**src/fpe_defines.vh**
```
`ifndef FPE_DEFINES_VH
`define FPE_DEFINES_VH

// Register byte offsets
`define FPE_OFS_CONTROL     4'h0
`define FPE_OFS_KEY         4'h4
`define FPE_OFS_IRQ_STATUS  4'h8
`define FPE_OFS_IRQ_MASK    4'hc

// Control register field positions
`define FPE_BIT_START       15
`define FPE_BIT_ENABLE      14
`define FPE_BIT_ERROR       13
`define FPE_BIT_ERASE       6

// Unlock key values
`define FPE_KEY_FIRST       8'h55
`define FPE_KEY_SECOND      8'haa

// Operation select encodings
`define FPE_OP_SEGMENT      4'hd
`define FPE_OP_PAGE         4'h2
`define FPE_OP_WORD         4'h3

// Operation duration in fast RC oscillator cycles
`define FPE_OP_CYCLES       168517

// Interrupt status bit positions
`define FPE_IRQ_DONE        0
`define FPE_IRQ_ERROR       1

`endif

```
**src/fpe_duration_timer.v**
```verilog
`default_nettype none

// ****************************************************************
// Duration counter ticking on oscillator enable pulses
// ****************************************************************
module fpe_duration_timer
#(
    parameter WIDTH = 18
)
(
    input  wire             clk_in,
    input  wire             rst_in,
    input  wire             load_in,
    input  wire [WIDTH-1:0] count_in,
    input  wire             tick_in,
    output wire             busy_out,
    output reg              done_out
);

    reg [WIDTH-1:0] remain_reg;   // Ticks left

    assign busy_out = (remain_reg != {WIDTH{1'b0}});

    // Count down one per oscillator tick
    always @(posedge clk_in)
    begin
        if (rst_in)
        begin
            remain_reg <= {WIDTH{1'b0}};
            done_out   <= 1'b0;
        end
        else
        begin
            done_out <= 1'b0;
            if (load_in)
                remain_reg <= count_in;
            else if (busy_out && tick_in)
            begin
                remain_reg <= remain_reg - {{(WIDTH-1){1'b0}}, 1'b1};
                // Final tick ends the operation
                if (remain_reg == {{(WIDTH-1){1'b0}}, 1'b1})
                    done_out <= 1'b1;
            end
        end
    end

endmodule

`default_nettype wire

```
**src/fpe_flash_control.v**
```verilog
// Decided for this implementation: register access over AXI4-Lite and the register offsets.
`default_nettype none
`include "fpe_defines.vh"

module fpe_flash_control
#(
    parameter OP_CYCLES = `FPE_OP_CYCLES,   // Oscillator ticks per operation
    parameter CNT_WIDTH = 18
)
(
    input  wire        clk_in,
    input  wire        rst_in,          // Warm reset: leaves control bits
    input  wire        por_in,          // Power-on reset: clears all
    input  wire        osc_tick_in,     // One pulse per fast RC cycle
    // AXI4-Lite slave
    input  wire [3:0]  s_axi_awaddr,
    input  wire        s_axi_awvalid,
    output wire        s_axi_awready,
    input  wire [31:0] s_axi_wdata,
    input  wire [3:0]  s_axi_wstrb,
    input  wire        s_axi_wvalid,
    output wire        s_axi_wready,
    output reg  [1:0]  s_axi_bresp,
    output reg         s_axi_bvalid,
    input  wire        s_axi_bready,
    input  wire [3:0]  s_axi_araddr,
    input  wire        s_axi_arvalid,
    output wire        s_axi_arready,
    output reg  [31:0] s_axi_rdata,
    output reg  [1:0]  s_axi_rresp,
    output reg         s_axi_rvalid,
    input  wire        s_axi_rready,
    // Flash array side
    output reg         segment_erase_out,   // One-cycle start pulses
    output reg         page_erase_out,
    output reg         word_program_out,
    output wire        cpu_stall_out,       // Hold processor while busy
    output wire        irq_out
);

    // ****************************************************************
    // Register state
    // ****************************************************************
    reg       start_reg;        // Operation in progress
    reg       enable_reg;       // Program/erase allowed
    reg       error_reg;        // Sequence error flag
    reg       erase_reg;        // Erase versus program
    reg [3:0] opsel_reg;        // Operation select
    reg [1:0] key_state_reg;    // 0 none, 1 first seen, 2 unlocked
    reg [1:0] irq_status_reg;   // Sticky events
    reg [1:0] irq_mask_reg;     // Event enables
    reg       aw_hold_reg;      // Captured write address valid
    reg [3:0] aw_addr_reg;
    reg       w_hold_reg;       // Captured write data valid
    reg [31:0] w_data_reg;
    reg [3:0] w_strb_reg;

    wire       timer_busy;
    wire       timer_done;
    reg        load_pulse;      // Starts the duration timer
    reg        done_event;
    reg        err_event;

    localparam [1:0] KEY_NONE  = 2'h0;
    localparam [1:0] KEY_FIRST = 2'h1;
    localparam [1:0] KEY_OPEN  = 2'h2;

    // ****************************************************************
    // Write channel capture
    // ****************************************************************
    assign s_axi_awready = !aw_hold_reg && !s_axi_bvalid;
    assign s_axi_wready  = !w_hold_reg && !s_axi_bvalid;

    wire wr_fire = aw_hold_reg && w_hold_reg;   // Both halves present
    wire lo_en   = w_strb_reg[0];
    wire hi_en   = w_strb_reg[1];
    wire wr_ctl  = wr_fire && (aw_addr_reg == `FPE_OFS_CONTROL);
    wire wr_key  = wr_fire && (aw_addr_reg == `FPE_OFS_KEY) && lo_en;
    wire wr_ist  = wr_fire && (aw_addr_reg == `FPE_OFS_IRQ_STATUS) && lo_en;
    wire wr_imk  = wr_fire && (aw_addr_reg == `FPE_OFS_IRQ_MASK) && lo_en;
    wire mapped  = (aw_addr_reg == `FPE_OFS_CONTROL) || (aw_addr_reg == `FPE_OFS_KEY) ||
                   (aw_addr_reg == `FPE_OFS_IRQ_STATUS) || (aw_addr_reg == `FPE_OFS_IRQ_MASK);

    // Address and data taken in either order
    always @(posedge clk_in)
    begin
        if (rst_in || por_in)
        begin
            aw_hold_reg  <= 1'b0;
            aw_addr_reg  <= 4'h0;
            w_hold_reg   <= 1'b0;
            w_data_reg   <= 32'h0000_0000;
            w_strb_reg   <= 4'h0;
            s_axi_bvalid <= 1'b0;
            s_axi_bresp  <= 2'b00;
        end
        else
        begin
            if (s_axi_awvalid && s_axi_awready)
            begin
                aw_hold_reg <= 1'b1;
                aw_addr_reg <= {s_axi_awaddr[3:2], 2'b00};
            end
            if (s_axi_wvalid && s_axi_wready)
            begin
                w_hold_reg <= 1'b1;
                w_data_reg <= s_axi_wdata;
                w_strb_reg <= s_axi_wstrb;
            end
            if (wr_fire)
            begin
                // Unmapped offsets answer SLVERR
                aw_hold_reg  <= 1'b0;
                w_hold_reg   <= 1'b0;
                s_axi_bvalid <= 1'b1;
                s_axi_bresp  <= mapped ? 2'b00 : 2'b10;
            end
            else if (s_axi_bvalid && s_axi_bready)
                s_axi_bvalid <= 1'b0;
        end
    end

    // ****************************************************************
    // Start decode
    // ****************************************************************
    wire start_try = wr_ctl && hi_en && w_data_reg[`FPE_BIT_START] && !start_reg && !timer_busy;
    wire op_erase  = hi_en ? w_data_reg[`FPE_BIT_ERASE] : erase_reg;
    wire [3:0] op_code = lo_en ? w_data_reg[3:0] : opsel_reg;
    wire op_enable = w_data_reg[`FPE_BIT_ENABLE];

    // Check sequence and decode the operation
    always @*
    begin
        load_pulse        = 1'b0;
        err_event         = 1'b0;
        segment_erase_out = 1'b0;
        page_erase_out    = 1'b0;
        word_program_out  = 1'b0;
        if (start_try)
        begin
            if (!op_enable || key_state_reg != KEY_OPEN)
                err_event = 1'b1;
            else if (op_erase)
            begin
                if (op_code == `FPE_OP_SEGMENT)
                    segment_erase_out = 1'b1;
                else if (op_code == `FPE_OP_PAGE)
                    page_erase_out = 1'b1;
            end
            else if (op_code == `FPE_OP_WORD)
                word_program_out = 1'b1;
            load_pulse = segment_erase_out || page_erase_out || word_program_out;
        end
    end

    // ****************************************************************
    // Control and key registers
    // ****************************************************************
    // Only power-on clears control; warm reset just drops the key
    always @(posedge clk_in)
    begin
        if (por_in)
        begin
            start_reg  <= 1'b0;
            enable_reg <= 1'b0;
            error_reg  <= 1'b0;
            erase_reg  <= 1'b0;
            opsel_reg  <= 4'h0;
        end
        else
        begin
            if (wr_ctl && hi_en)
            begin
                enable_reg <= w_data_reg[`FPE_BIT_ENABLE];
                erase_reg  <= w_data_reg[`FPE_BIT_ERASE];
            end
            if (wr_ctl && lo_en)
                opsel_reg <= w_data_reg[3:0];
            if (load_pulse)
                start_reg <= 1'b1;
            else if (timer_done)
                start_reg <= 1'b0;
            if (err_event)
                error_reg <= 1'b1;
            else if (timer_done)
                error_reg <= 1'b0;
        end
    end

    // Key unlock tracker; any other write breaks the pair
    always @(posedge clk_in)
    begin
        if (rst_in || por_in)
            key_state_reg <= KEY_NONE;
        else if (wr_key)
        begin
            if (w_data_reg[7:0] == `FPE_KEY_FIRST)
                key_state_reg <= KEY_FIRST;
            else if (key_state_reg == KEY_FIRST && w_data_reg[7:0] == `FPE_KEY_SECOND)
                key_state_reg <= KEY_OPEN;
            else
                key_state_reg <= KEY_NONE;
        end
        else if (wr_fire)
            key_state_reg <= KEY_NONE;
    end

    // ****************************************************************
    // Operation timing
    // ****************************************************************
    wire [31:0] op_cycles_full = OP_CYCLES;    // Parameter as a sized word

    fpe_duration_timer
    #(
        .WIDTH (CNT_WIDTH)
    )
    u_timer
    (
        .clk_in   (clk_in),
        .rst_in   (por_in),
        .load_in  (load_pulse),
        .count_in (op_cycles_full[CNT_WIDTH-1:0]),
        .tick_in  (osc_tick_in),
        .busy_out (timer_busy),
        .done_out (timer_done)
    );

    assign cpu_stall_out = start_reg;

    // ****************************************************************
    // Interrupts
    // ****************************************************************
    always @*
        done_event = timer_done;

    // Set wins over write-one-to-clear
    always @(posedge clk_in)
    begin
        if (rst_in || por_in)
        begin
            irq_status_reg <= 2'b00;
            irq_mask_reg   <= 2'b00;
        end
        else
        begin
            irq_status_reg <= (irq_status_reg & ~(wr_ist ? w_data_reg[1:0] : 2'b00))
                              | {err_event, done_event};
            if (wr_imk)
                irq_mask_reg <= w_data_reg[1:0];
        end
    end

    assign irq_out = |(irq_status_reg & irq_mask_reg);

    // ****************************************************************
    // Read channel
    // ****************************************************************
    assign s_axi_arready = !s_axi_rvalid;

    // One-cycle read answer
    always @(posedge clk_in)
    begin
        if (rst_in || por_in)
        begin
            s_axi_rvalid <= 1'b0;
            s_axi_rdata  <= 32'h0000_0000;
            s_axi_rresp  <= 2'b00;
        end
        else if (s_axi_arvalid && s_axi_arready)
        begin
            s_axi_rvalid <= 1'b1;
            s_axi_rresp  <= 2'b00;
            case ({s_axi_araddr[3:2], 2'b00})
                `FPE_OFS_CONTROL:
                    s_axi_rdata <= {16'h0000, start_reg, enable_reg, error_reg, 6'h00,
                                    erase_reg, 2'b00, opsel_reg};
                `FPE_OFS_KEY:
                    s_axi_rdata <= 32'h0000_0000;
                `FPE_OFS_IRQ_STATUS:
                    s_axi_rdata <= {30'h0000_0000, irq_status_reg};
                `FPE_OFS_IRQ_MASK:
                    s_axi_rdata <= {30'h0000_0000, irq_mask_reg};
                default:
                begin
                    s_axi_rdata <= 32'h0000_0000;
                    s_axi_rresp <= 2'b10;
                end
            endcase
        end
        else if (s_axi_rready)
            s_axi_rvalid <= 1'b0;
    end

endmodule

`default_nettype wire

```
**config.mk**
```make
export PLATFORM = sky130hd
export DESIGN_NAME = fpe_flash_control
export DESIGN_NICKNAME = d
export VERILOG_FILES = /design/src/fpe_duration_timer.v /design/src/fpe_flash_control.v
export VERILOG_INCLUDE_DIRS = /design/src /design/src/src
export SDC_FILE = /design/constraint.sdc
export NUM_CORES = 1
export LEC_CHECK = 0
export ABC_AREA = 1
export BUFFER_PORTS_ARGS = -buffer_cell sky130_fd_sc_hd__buf_2
export CORE_AREA = 2 2 95 97
export CTS_CLUSTER_DIAMETER = 100
export DETAILED_ROUTE_END_ITERATION = 8
export DIE_AREA = 0 0 97 99
export GPL_TIMING_DRIVEN = 0
export SLEW_MARGIN = 5
export SYNTH_ARGS = -nofsm -noshare
export SYNTH_HDL_FRONTEND = slang
export SYNTH_HIERARCHICAL = 1
export SYNTH_SLANG_ARGS = --single-unit
```
**constraint.sdc**
```tcl
create_clock -name clk_in -period 2.9 [get_ports clk_in]
set_clock_uncertainty 0.05 [all_clocks]
set_input_delay 0.435 -clock clk_in [delete_from_list [all_inputs] [get_ports clk_in]]
set_output_delay 0.435 -clock clk_in [all_outputs]
set_load 0.02 [all_outputs]
```
==> impl_summary.txt, run 1 <==
----------------------------------------------------
[Clocking]
  Number of buffers created by CTS ... 9
  Max clock buf depth ... 2
  Sinks on the clock net ... 60
  Clock root buffer ... sky130_fd_sc_hd__clkbuf_8
  Clock latency reported for the late side of the worst-skew pair ... 340 ps
  Clock-pin slew on the worst setup and hold paths ... 70 ps
  Clock tree from TritonCTS ... yes
  H-Tree Depth ... 3
  Hold_buf cts ... 0

[STA]
  Worst slew pin tran ... 673 ps
  Final min period ... 2680 ps
  Worst slew margin ... 0.551
  Setup slack after layout ... 217 ps
  Final Max Tran Viols ... 0
  Share of the clock period used by the worst path ... 0.925
  Hold Slack ... 277 ps
  F_max ... 373 MHz
  Number of hold violations in the final report ... 0
  RSZ-0062 raised after global routing ... no
  Number of setup violations in the final report ... 0

[Detailed routing]
  Via-per-instance ratio ... 4.57
  Detailed Route WL ... 7.92 mm
  DRC violations left ... 0
  Number of detailed-route iterations in the first pass ... 5
  Number of routed nets with antenna violations ... 0
  DR iter-0 viols ... 117
  Total number of vias ... 3250
  Routed len/inst ... 11.1 um

[Yosys]
  Cell Area, Synth ... 3360 sq um
  Average instance area after synthesis ... 6.74 sq um
  Asr flop ratio synth ... 0
  Area leader, netlist ... sky130_fd_sc_hd__dfxtp_1
  Cells taking the most area after synthesis ... sky130_fd_sc_hd__dfxtp_1, sky130_fd_sc_hd__nand2_1, sky130_fd_sc_hd__nor2_1, sky130_fd_sc_hd__buf_4, sky130_fd_sc_hd__nand3_1
  Number of flip-flops and latches in the synthesized netlist ... 60
  Post-Syn Instances ... 498
  Top-area cell type share of the netlist area ... 0.358
  Portion of the post-synthesis area used by sequential elements ... 0.358
  Most used flip-flop cell after synthesis ... sky130_fd_sc_hd__dfxtp_1
  Number of synthesized flops with an enable pin ... 0
  Total of warnings raised by yosys ... 6
  Unique cell type count in the Yosys netlist ... 41

[Global route]
  Maximum number of pins on one net before global-route repair ... 11
  Overall global routing resource usage ... 0.176
  Initial antenna violation count ... 0
  Aggregate global routing overflow ... 0
  Via count of the first global-routing pass ... 3031
  Wire length of the first global-routing pass ... 13.7 mm

[Worst setup path]
  Cell Chain, Critical Path ... inv_1 -> ha_2 -> nand2_4 -> nor2_8 -> nand3_4 -> nor3b_2 -> nand2_1 -> nor2_2 -> inv_1 -> nor3_1 -> buf_2
  Class of the most critical setup path ... flip-flop to output pin
  Endpoint arrival time on the critical path ... 2200 ps
  Delay contributed by the slowest stage of the critical path ... 340 ps
  Kind of launch point of the worst setup path ... flip-flop
  CP Max Fanout ... 4
  Cell repeated most along the worst path ... sky130_fd_sc_hd__inv_1
  Slowest stage cell on the critical path ... sky130_fd_sc_hd__dfxtp_1
  Required time at the worst-slack endpoint ... 2410 ps
  Worst-case reg-to-reg path depth ... 15
  Critical path endpoint category ... output pin

[Worst hold path]
  Hold-critical path depth ... 4
  HP Class ... input pin to flip-flop

[Pwr]
  Power per unit of standard cell area ... 933 nW/um^2
  Worst vdd ir ... 0.000354 V
  Sum of internal, switching and leakage power ... 3850 uW
  Lkg Pwr ... 0.00198 uW

[Flow run]
  # Max-Cap Violations ... 0

[Cells and area]
  Diodes inserted ... 0
  Number of flip-flops under the largest register name ... 18
  Layout cells sized above 1 ... 0.224
  Final net count ... 653
  Post-synthesis to final-layout area growth ... 22.9%

[Floorplanning]
  Core region area ... 8550 sq um
  Std cell rows ... 34
  Chip Height ... 99 um
  Die footprint ... 9600 sq um
  Initial core utilization ... 0.392
  Horiz. Die Dim ... 97 um
  Ports ... 99

[Placement]
  Dpl ws ... -60.3 ps
  PortBufs ... 43
  Final RePlAce weighted congestion ... 0.888
  Post-DP HPWL ... 6.05 mm

[Outcome]
  Run status ... completed

----------------------------------------------------
cells by family after synthesis:
| logic type | share of synthesized area |
|---|---|
| AOI/OAI and AO/OA | 0.138 |
| adders and majority gates | 0.00746 |
| and+or+nand+nor | 0.353 |
| DFF | 0.358 |
| other | 0.00224 |
| xor gates and xnor gates | 0.00783 |
| buffers and inverters | 0.133 |
cell type report:
class	count	area, sq um
Fill cell	866	4430
Multi-Input combinational cell	393	1880
Sequential cell	60	1200
Buffer	38	263
Timing Repair Buffer	46	238
Inverter	50	191
Clock buffer	13	179
Tap cell	108	135
Clock inverter	3	42.5
stage by stage:
stage                     TNS, ps  std cells   util  area, sq um
after global routing            0        711  0.482         4130
after floorplan                 0        541      -         3520
final                           0        711  0.482         4130
after CTS                       0        708  0.478         4090
after detailed placement     -316        692  0.452         3870
after global placement          0        692  0.452         3870
worst max-delay path, delay by kind of cell (launching register included):
kind	cells	cell delay (ps)
and+or+nand+nor	7	880
DFF	1	340
buffers and inverters	3	410
adders and majority gates	1	230
cell usage in the layout, fill, tap and decap left out, drive strengths merged, types with 7 or more instances in the layout:
| cell type | count |
|---|---|
| clkbuf | 21 |
| nand3 | 39 |
| conb | 45 |
| inv | 49 |
| nand2 | 131 |
| nor3 | 7 |
| nor2 | 67 |
| buf | 76 |
| o21ai | 39 |
| dfxtp | 60 |
| a21oi | 39 |
metal layers:
metal / GRT usage / vias to the layer above / wire (um)
met4: 0.0737 / 0 / 149
met5: 0 / - / 0
met2: 0.272 / 74 / 3390
met3: 0.0319 / 14 / 384
li1: - / 1727 / -
met1: 0.241 / 1435 / 4000
report_power, final:
| part | total (uW) | switching, uW | internal [uW] |
|---|---|---|---|
| clock network | 828 | 338 | 489 |
| registers | 1140 | 175 | 963 |
| logic | 1880 | 1150 | 728 |
| total | 3850 | 1670 | 2180 |
cell usage after synthesis, types with 2 or more instances:
| master | n |
|---|---|
| sky130_fd_sc_hd__a21oi_1 | 33 |
| sky130_fd_sc_hd__a21oi_2 | 6 |
| sky130_fd_sc_hd__a41oi_1 | 2 |
| sky130_fd_sc_hd__and2_1 | 2 |
| sky130_fd_sc_hd__buf_2 | 2 |
| sky130_fd_sc_hd__buf_4 | 27 |
| sky130_fd_sc_hd__clkbuf_1 | 7 |
| sky130_fd_sc_hd__conb_1 | 2 |
| sky130_fd_sc_hd__dfxtp_1 | 60 |
| sky130_fd_sc_hd__ha_1 | 2 |
| sky130_fd_sc_hd__inv_1 | 47 |
| sky130_fd_sc_hd__nand2_1 | 118 |
| sky130_fd_sc_hd__nand2_2 | 10 |
| sky130_fd_sc_hd__nand2_4 | 3 |
| sky130_fd_sc_hd__nand3_1 | 36 |
| sky130_fd_sc_hd__nand3_2 | 2 |
| sky130_fd_sc_hd__nand3b_1 | 2 |
| sky130_fd_sc_hd__nand4_1 | 2 |
| sky130_fd_sc_hd__nor2_1 | 61 |
| sky130_fd_sc_hd__nor2_2 | 3 |
| sky130_fd_sc_hd__nor2_4 | 2 |
| sky130_fd_sc_hd__nor3_1 | 7 |
| sky130_fd_sc_hd__nor4_1 | 4 |
| sky130_fd_sc_hd__o21ai_0 | 36 |
| sky130_fd_sc_hd__o21ai_2 | 2 |
| sky130_fd_sc_hd__or2_2 | 4 |
| sky130_fd_sc_hd__xor2_1 | 2 |
path summary, 6_finish.rpt:
path                                         to                               start  slack, ps
max reg2reg  u_timer/remain_reg[9]$_SDFFE_PP0P_  u_timer/remain_reg[0]$_SDFFE_PP0P_        400
min                   s_axi_bvalid$_SDFFE_PP0P_                        s_axi_bready        280
max                              page_erase_out  u_timer/remain_reg[0]$_SDFFE_PP0P_        220
min reg2reg         s_axi_bresp[1]$_SDFFE_PP0N_         s_axi_bresp[1]$_SDFFE_PP0N_        390
timing repair:
action | 4_1_cts | 5_1_grt
pin swaps | 0 | 2
resized for setup | 1 | 9
endpoints found under the setup margin | 16 | 21
buffers inserted | 0 | 3
(Power assumes the default switching activity.)
==> run 2: changes to the inputs <==
MAX_ROUTING_LAYER = met4   (was unset)
clock period = 3.2 ns   (was 2.9 ns; I/O delays follow)
==> run 2 against run 1 <==
Compared with the run above: register-to-register slack worse by 20 ps; count of clock-buffer cells in the layout stayed put; routed wire length is 1.0% lower; sequential power is 9.6% lower; final cell count stayed put; non-clock buffer count stayed put; combinational power is 12% lower; clock power is 9.2% lower; via count is 0.62% lower; die area stayed put.
==> impl_summary.txt, run 2 (synthesized netlist as in run 1, its figures left out) <==
----------------------------------------------------
[Outcome]
  Run status ... completed

[Global route]
  Maximum number of pins on one net before global-route repair ... 11 (unchanged)
  Initial antenna violation count ... 0 (unchanged)
  Overall global routing resource usage ... 0.181 (+0.00528)
  Aggregate global routing overflow ... 0 (unchanged)
  Wire length of the first global-routing pass ... 13.7 mm (unchanged)
  Via count of the first global-routing pass ... 3031 (unchanged)

[Cells and area]
  Final net count ... 653 (unchanged)
  Number of flip-flops under the largest register name ... 18 (unchanged)
  Layout cells sized above 1 ... 0.217 (-0.00663)
  Fillers ... 861 (-0.58%)
  Core occupancy in the finished layout ... 0.481 (-0.00102)
  Most frequent cells in the layout ... sky130_fd_sc_hd__nand2_1, sky130_fd_sc_hd__nor2_1, sky130_fd_sc_hd__dfxtp_1, sky130_fd_sc_hd__inv_1
  Post-route cell area ... 4120 sq um (-0.21%)
  Diodes inserted ... 0 (unchanged)
  Commonest non-fill, non-tap cell in the layout ... sky130_fd_sc_hd__nand2_1
  Post-synthesis to final-layout area growth ... 22.7%
  Count of non-filler cells in the finished layout ... 711 (unchanged)

[Worst setup path]
  CP Max Fanout ... 9 (+5)
  Cell Chain, Critical Path ... inv_1 -> ha_1 -> nand2_4 -> nor2_8 -> nand3_4 -> nor3b_1 -> nand2_1 -> nor2_2 -> inv_1 -> nor3_1 -> buf_2
  Kind of launch point of the worst setup path ... flip-flop
  Slowest stage cell on the critical path ... sky130_fd_sc_hd__dfxtp_1
  Cell repeated most along the worst path ... sky130_fd_sc_hd__inv_1
  Worst-case reg-to-reg path depth ... 15 (unchanged)
  Class of the most critical setup path ... flip-flop to output pin
  Critical path endpoint category ... output pin
  Delay contributed by the slowest stage of the critical path ... 340 ps (about the same)
  Required time at the worst-slack endpoint ... 2670 ps (+260 ps)
  Endpoint arrival time on the critical path ... 2390 ps (+190 ps)

[Floorplanning]
  Std cell rows ... 34 (unchanged)
  Die footprint ... 9600 sq um (unchanged)
  Initial core utilization ... 0.392 (unchanged)
  Horiz. Die Dim ... 97 um (unchanged)
  Ports ... 99 (unchanged)
  Chip Height ... 99 um (unchanged)
  Core region area ... 8550 sq um (unchanged)

[Pwr]
  Worst vdd ir ... 0.000314 V (-11%)
  Lkg Pwr ... 0.00197 uW (-0.57%)
  Power per unit of standard cell area ... 833 nW/um^2 (-11%)
  Sum of internal, switching and leakage power ... 3430 uW (-11%)

[Clocking]
  Clock root buffer ... sky130_fd_sc_hd__clkbuf_8
  Sinks on the clock net ... 60 (unchanged)
  Clock latency reported for the late side of the worst-skew pair ... 340 ps (about the same)
  Hold_buf cts ... 0 (unchanged)
  Number of buffers created by CTS ... 9 (unchanged)
  Max clock buf depth ... 2 (unchanged)
  Clock-pin slew on the worst setup and hold paths ... 70 ps (about the same)
  H-Tree Depth ... 3 (unchanged)
  Clock tree from TritonCTS ... yes

[Detailed routing]
  DR iter-0 viols ... 115 (-1.7%)
  DRC violations left ... 0 (unchanged)
  Routed len/inst ... 11.0 um (-1.0%)
  Detailed Route WL ... 7.84 mm (-1.0%)
  Number of routed nets with antenna violations ... 0 (unchanged)
  Number of detailed-route iterations in the first pass ... 4 (-1)
  Total number of vias ... 3230 (-0.62%)
  Via-per-instance ratio ... 4.54 (-0.62%)

[Placement]
  PortBufs ... 43 (unchanged)
  Total placed cells including tap cells ... 692 (unchanged)
  Cell area after placement ... 3870 sq um (unchanged)
  Final RePlAce weighted congestion ... 0.903 (+1.7%)
  Post-DP HPWL ... 6.05 mm (unchanged)

[Flow run]
  # Max-Cap Violations ... 0 (unchanged)

[STA]
  Worst slew pin tran ... 671 ps (-2.35 ps)
  Share of the clock period used by the worst path ... 0.912
  Final Max Tran Viols ... 0 (unchanged)
  Worst slew margin ... 0.553 (+0.00157)
  Final min period ... 2920 ps
  F_max ... 343 MHz
  Number of setup violations in the final report ... 0 (unchanged)
  Total negative setup slack ... 0 ps (unchanged)
  Number of hold violations in the final report ... 0 (unchanged)

[Worst hold path]
  Hold-critical path depth ... 4 (unchanged)
  HP Class ... input pin to flip-flop

----------------------------------------------------
-- run 2: cell types whose count changed in the layout (fill, tap and decap cells not counted), sizes merged --
cell      previous run  this run
inv                 49        48
clkinvlp             1         2
-- run 2: critical path: cells and delay by family, from the launching register on --
family	cells	cell delay (ps)
AND/OR/NAND/NOR	7	1030
adder cells (fa/ha/maj)	1	250
buffers and inverters	3	420
flip-flops	1	340
-- run 2: stage by stage --
step / setup slack (ps) / hold WS [ps]
global placement: 301 / 379
floorplan: 765 / 387
CTS: 228 / 314
detailed placement: 240 / 388
global route: -2.69 / 351
finish: 282 / 321
-- run 2: final cells by class --
class	instances	area (sq um)	share of cell area
repair buffers	46	238	0.0578
multi-input cells	393	1870	0.454
clock buffers	13	179	0.0435
clock inverters	3	42.5	0.0103
well taps	108	135	0.0328
flip-flops and latches	60	1200	0.292
inverters	50	193	0.0468
plain buffers	38	260	0.0632
-- run 2: final timing paths --
kind | from | end | slack, ps
worst min register to register | s_axi_bresp[1]$_SDFFE_PP0N_ | s_axi_bresp[1]$_SDFFE_PP0N_ | 390
worst max register to register | u_timer/remain_reg[0]$_SDFFE_PP0P_ | u_timer/remain_reg[9]$_SDFFE_PP0P_ | 380
worst min-delay path | s_axi_bready | s_axi_bvalid$_SDFFE_PP0P_ | 320
worst max-delay path | u_timer/remain_reg[0]$_SDFFE_PP0P_ | page_erase_out | 280
-- run 2: power by group --
group	switching [uW]	internal (uW)
Clock	308	443
Sequential	158	873
Combinational	1030	617
-- run 2: what timing repair did --
item | CTS | global route
setup buffers | 0 | 3
endpoints found under the setup margin | 0 | 16
resized for setup | 0 | 3
-- run 2: metal layers --
| metal | wire length (um) | share of wire | vias to the layer above | global-route usage |
|---|---|---|---|---|
| met5 | 0 | 0 | - | - |
| met4 | 140 | 0.018 | 0 | 0.0737 |
| met3 | 402 | 0.051 | 12 | 0.0319 |
| met2 | 3340 | 0.43 | 75 | 0.272 |
| met1 | 3960 | 0.50 | 1415 | 0.241 |
| li1 | - | - | 1728 | - |
==> run 3: changes to the inputs <==
ABC_AREA = unset   (was 1)
CAP_MARGIN = 5   (was unset)
CORE_AREA = 2 2 94 96   (was 2 2 95 97)
DIE_AREA = 0 0 96 98   (was 0 0 97 99)
==> run 3 against run 2 <==
Compared with the run above: the run now ends with setup timing left; global-route usage up 2.5 points; critical path depth is 2 lower; sequential cell count stayed put; non-clock buffer count is 37 higher; critical endpoint is now word_program_out; register-to-register slack worse by 480 ps.
==> impl_summary.txt, run 3 <==
----------------------------------------------------
[Clocking]
  Sinks on the clock net ... 60 (unchanged)
  Clock-pin slew on the worst setup and hold paths ... 70 ps (about the same)
  Max clock buf depth ... 2 (unchanged)
  Clock root buffer ... sky130_fd_sc_hd__clkbuf_8
  Clock tree from TritonCTS ... yes
  Clock latency reported for the late side of the worst-skew pair ... 340 ps (about the same)
  Number of buffers created by CTS ... 9 (unchanged)
  H-Tree Depth ... 3 (unchanged)

[Worst setup path]
  Class of the most critical setup path ... flip-flop to output pin
  Launching element of the worst setup path ... u_timer/remain_reg[11]$_SDFFE_PP0P_
  Kind of launch point of the worst setup path ... flip-flop
  Minimum setup slack among reg-to-reg paths ... -100 ps (-480 ps)
  End point of the critical path ... word_program_out
  Critical path endpoint category ... output pin
  Endpoint arrival time on the critical path ... 2840 ps (+450 ps)
  Reg2reg start ... u_timer/remain_reg[11]$_SDFFE_PP0P_
  CP Max Fanout ... 10 (+1)
  Worst-case reg-to-reg path depth ... 15 (unchanged)
  Required time at the worst-slack endpoint ... 2670 ps (about the same)
  Worst flop-to-flop path endpoint ... u_timer/done_out$_SDFF_PP0_

[STA]
  Final min period ... 3370 ps (+449 ps)
  Number of setup violations in the final report ... 20 (+20)
  Worst slew pin tran ... 927 ps (+256 ps)
  Number of hold violations in the final report ... 0 (unchanged)
  Share of the clock period used by the worst path ... 1.05 (+0.140)
  F_max ... 297 MHz (-13%)
  Setup slack after layout ... -167 ps (-449 ps)
  RSZ-0062 raised after global routing ... yes
  Final Max Tran Viols ... 0 (unchanged)
  Worst slew margin ... 0.382 (-0.171)

[Floorplanning]
  Core region area ... 8470 sq um (-1.0%)
  Horiz. Die Dim ... 96 um (-1.0%)
  Initial core utilization ... 0.386 (-0.00640)
  Die footprint ... 9410 sq um (-2.0%)
  Ports ... 99 (unchanged)
  Std cell rows ... 34 (unchanged)
  Chip Height ... 98 um (-1.0%)

[Yosys]
  Area leader, netlist ... sky130_fd_sc_hd__dfxtp_1
  Top-area cell type share of the netlist area ... 0.368 (+0.00959)
  Number of synthesized flops with an enable pin ... 0 (unchanged)
  Most used flip-flop cell after synthesis ... sky130_fd_sc_hd__dfxtp_1
  Total of warnings raised by yosys ... 6 (unchanged)
  Portion of the post-synthesis area used by sequential elements ... 0.368 (+0.00959)
  Number of flip-flops and latches in the synthesized netlist ... 60 (unchanged)
  Cell Area, Synth ... 3270 sq um (-2.6%)
  Most frequent cell after synthesis ... sky130_fd_sc_hd__dfxtp_1
  Post-synth top cells ... sky130_fd_sc_hd__dfxtp_1, sky130_fd_sc_hd__nand2_1, sky130_fd_sc_hd__a21oi_1
  Post-Syn Instances ... 405 (-19%)
  Cells taking the most area after synthesis ... sky130_fd_sc_hd__dfxtp_1, sky130_fd_sc_hd__buf_4, sky130_fd_sc_hd__nand2_1, sky130_fd_sc_hd__a21oi_1, sky130_fd_sc_hd__nor2_1
  Asr flop ratio synth ... 0 (unchanged)
  Unique cell type count in the Yosys netlist ... 70 (+71%)
  Average instance area after synthesis ... 8.07 sq um (+20%)

[Flow run]
  # Max-Cap Violations ... 0 (unchanged)

[Global route]
  Via count of the first global-routing pass ... 3103 (+2.4%)
  Maximum number of pins on one net before global-route repair ... 13 (+2)
  Aggregate global routing overflow ... 0 (unchanged)
  Initial antenna violation count ... 0 (unchanged)
  Overall global routing resource usage ... 0.205 (+0.0246)
  Wire length of the first global-routing pass ... 14.8 mm (+8.3%)

[Cells and area]
  Core occupancy in the finished layout ... 0.545 (+0.0634)
  Number of flip-flops under the largest register name ... 18 (unchanged)
  Diodes inserted ... 0 (unchanged)
  Post-route cell area ... 4610 sq um (+12%)
  Post-synthesis to final-layout area growth ... 41.1%
  Fillers ... 778 (-9.6%)
  Commonest non-fill, non-tap cell in the layout ... sky130_fd_sc_hd__dfxtp_1
  Layout cells sized above 1 ... 0.338 (+0.120)
  Final net count ... 586 (-10%)
  Most frequent cells in the layout ... sky130_fd_sc_hd__dfxtp_1, sky130_fd_sc_hd__nand2_1, sky130_fd_sc_hd__buf_4, sky130_fd_sc_hd__conb_1, sky130_fd_sc_hd__buf_2

[Placement]
  Cell area after placement ... 3800 sq um (-1.8%)
  Final RePlAce weighted congestion ... 0.870 (-3.6%)
  Post-DP HPWL ... 6.13 mm (+1.4%)
  PortBufs ... 42 (-2.3%)

[Pwr]
  Power per unit of standard cell area ... 671 nW/um^2 (-19%)
  Lkg Pwr ... 0.00192 uW (-2.7%)
  Sum of internal, switching and leakage power ... 3090 uW (-9.8%)
  Worst vdd ir ... 0.000306 V (-2.7%)

[Outcome]
  Violations in the final reports ... setup timing
  Run status ... complete, but fails checks

[Detailed routing]
  Detailed Route WL ... 9.44 mm (+20%)
  Number of detailed-route iterations in the first pass ... 6 (+2)
  DRC violations left ... 0 (unchanged)
  DR iter-0 viols ... 232 (+100%)
  Number of routed nets with antenna violations ... 0 (unchanged)
  Via-per-instance ratio ... 5.14 (+13%)
  Routed len/inst ... 14.7 um (+33%)
  Total number of vias ... 3313 (+2.6%)

[Worst hold path]
  HP Class ... input pin to flip-flop

----------------------------------------------------
[run 3: cell count changes after synthesis, sizes merged, moves of 8 or more]
| cell | change |
|---|---|
| a31oi | +8 |
| clkbuf | +10 |
| inv | -34 |
| nand2 | -80 |
| nand3 | -23 |
| nor2 | -37 |
| nor3 | +11 |
| o21ai | -26 |
| or4 | +8 |
[run 3: worst max-delay path, cell delays in order (launching register included)]
cell,delay [ps]
sky130_fd_sc_hd__dfxtp_1,360
sky130_fd_sc_hd__nor4_4,330
sky130_fd_sc_hd__and3_1,210
sky130_fd_sc_hd__buf_4,200
sky130_fd_sc_hd__nand2_1,90
sky130_fd_sc_hd__nand4bb_4,240
sky130_fd_sc_hd__or3_4,340
sky130_fd_sc_hd__or3_4,350
sky130_fd_sc_hd__nor3b_2,210
sky130_fd_sc_hd__buf_4,170
[run 3: kinds of logic after synthesis]
| group | after synthesis | share of synthesized area |
|---|---|---|
| other | 2 | 0.00230 |
| AND/OR/NAND/NOR | 178 | 0.295 |
| multiplexers | 8 | 0.0253 |
| flip-flops | 60 | 0.368 |
| AO/OA/AOI/OAI | 91 | 0.193 |
| adder cells (fa/ha/maj) | 2 | 0.00766 |
| XOR/XNOR | 1 | 0.00268 |
| buffers and inverters | 63 | 0.107 |
[run 3: power breakdown]
group          internal (uW)  leakage, uW  switching (uW)  total [uW]
Sequential               842     0.000489             128         970
Clock                    363    0.0000958             326         689
Combinational            636      0.00133             798        1430
Total                   1840      0.00192            1250        3090
[run 3: area by class of cell]
cell class,instances,area [sq um],share of cell area
multi-input cells,325,2120,0.459
flip-flops and latches,60,1210,0.263
repair buffers,73,533,0.116
plain buffers,48,360,0.0781
well taps,108,135,0.0293
clock buffers,9,124,0.0269
clock inverters,7,76.3,0.0165
inverters,14,56.3,0.0122
[run 3: metal layers]
metal,vias to the layer above,track usage,part of all wire
met1,1536,0.265,0.45
met2,93,0.319,0.48
met5,-,-,0
li1,1656,-,-
met3,28,0.0324,0.051
met4,0,0.0802,0.023
[run 3: repair_timing]
item	4_1_cts	5_1_grt
hold buffers	0	0
cloned	3	0
endpoints found under the setup margin	21	22
buffers inserted	20	8
pin swaps	31	13
gates resized for setup	66	23
[run 3: per-stage QoR]
| stage | setup TNS [ps] | cells | setup WS, ps | hold WS [ps] |
|---|---|---|---|---|
| after floorplan | -130 | 448 | -48.2 | 386 |
| after global placement | -8880 | 598 | -645 | 392 |
| after detailed placement | -10000 | 598 | -720 | 396 |
| after CTS | -3920 | 636 | -313 | 319 |
| after global routing | -3680 | 644 | -268 | 324 |
| final | -1500 | 644 | -167 | 326 |
[run 3: worst min-delay path by stage]
stage                           startpoint                           to  slack [ps]  cells past startpoint
2_1_floorplan       error_reg$_SDFFE_PP0P_       error_reg$_SDFFE_PP0P_         390                      2
3_3_place_gp   s_axi_bresp[1]$_SDFFE_PP0N_  s_axi_bresp[1]$_SDFFE_PP0N_         390                      1
3_5_place_dp   s_axi_bresp[1]$_SDFFE_PP0N_  s_axi_bresp[1]$_SDFFE_PP0N_         400                      1
4_1_cts                     s_axi_wdata[2]   w_data_reg[2]$_SDFFE_PP0P_         320                      3
5_1_grt                     s_axi_wdata[4]   w_data_reg[4]$_SDFFE_PP0P_         320                      3
6_report                    s_axi_wdata[3]   w_data_reg[3]$_SDFFE_PP0P_         330                      3
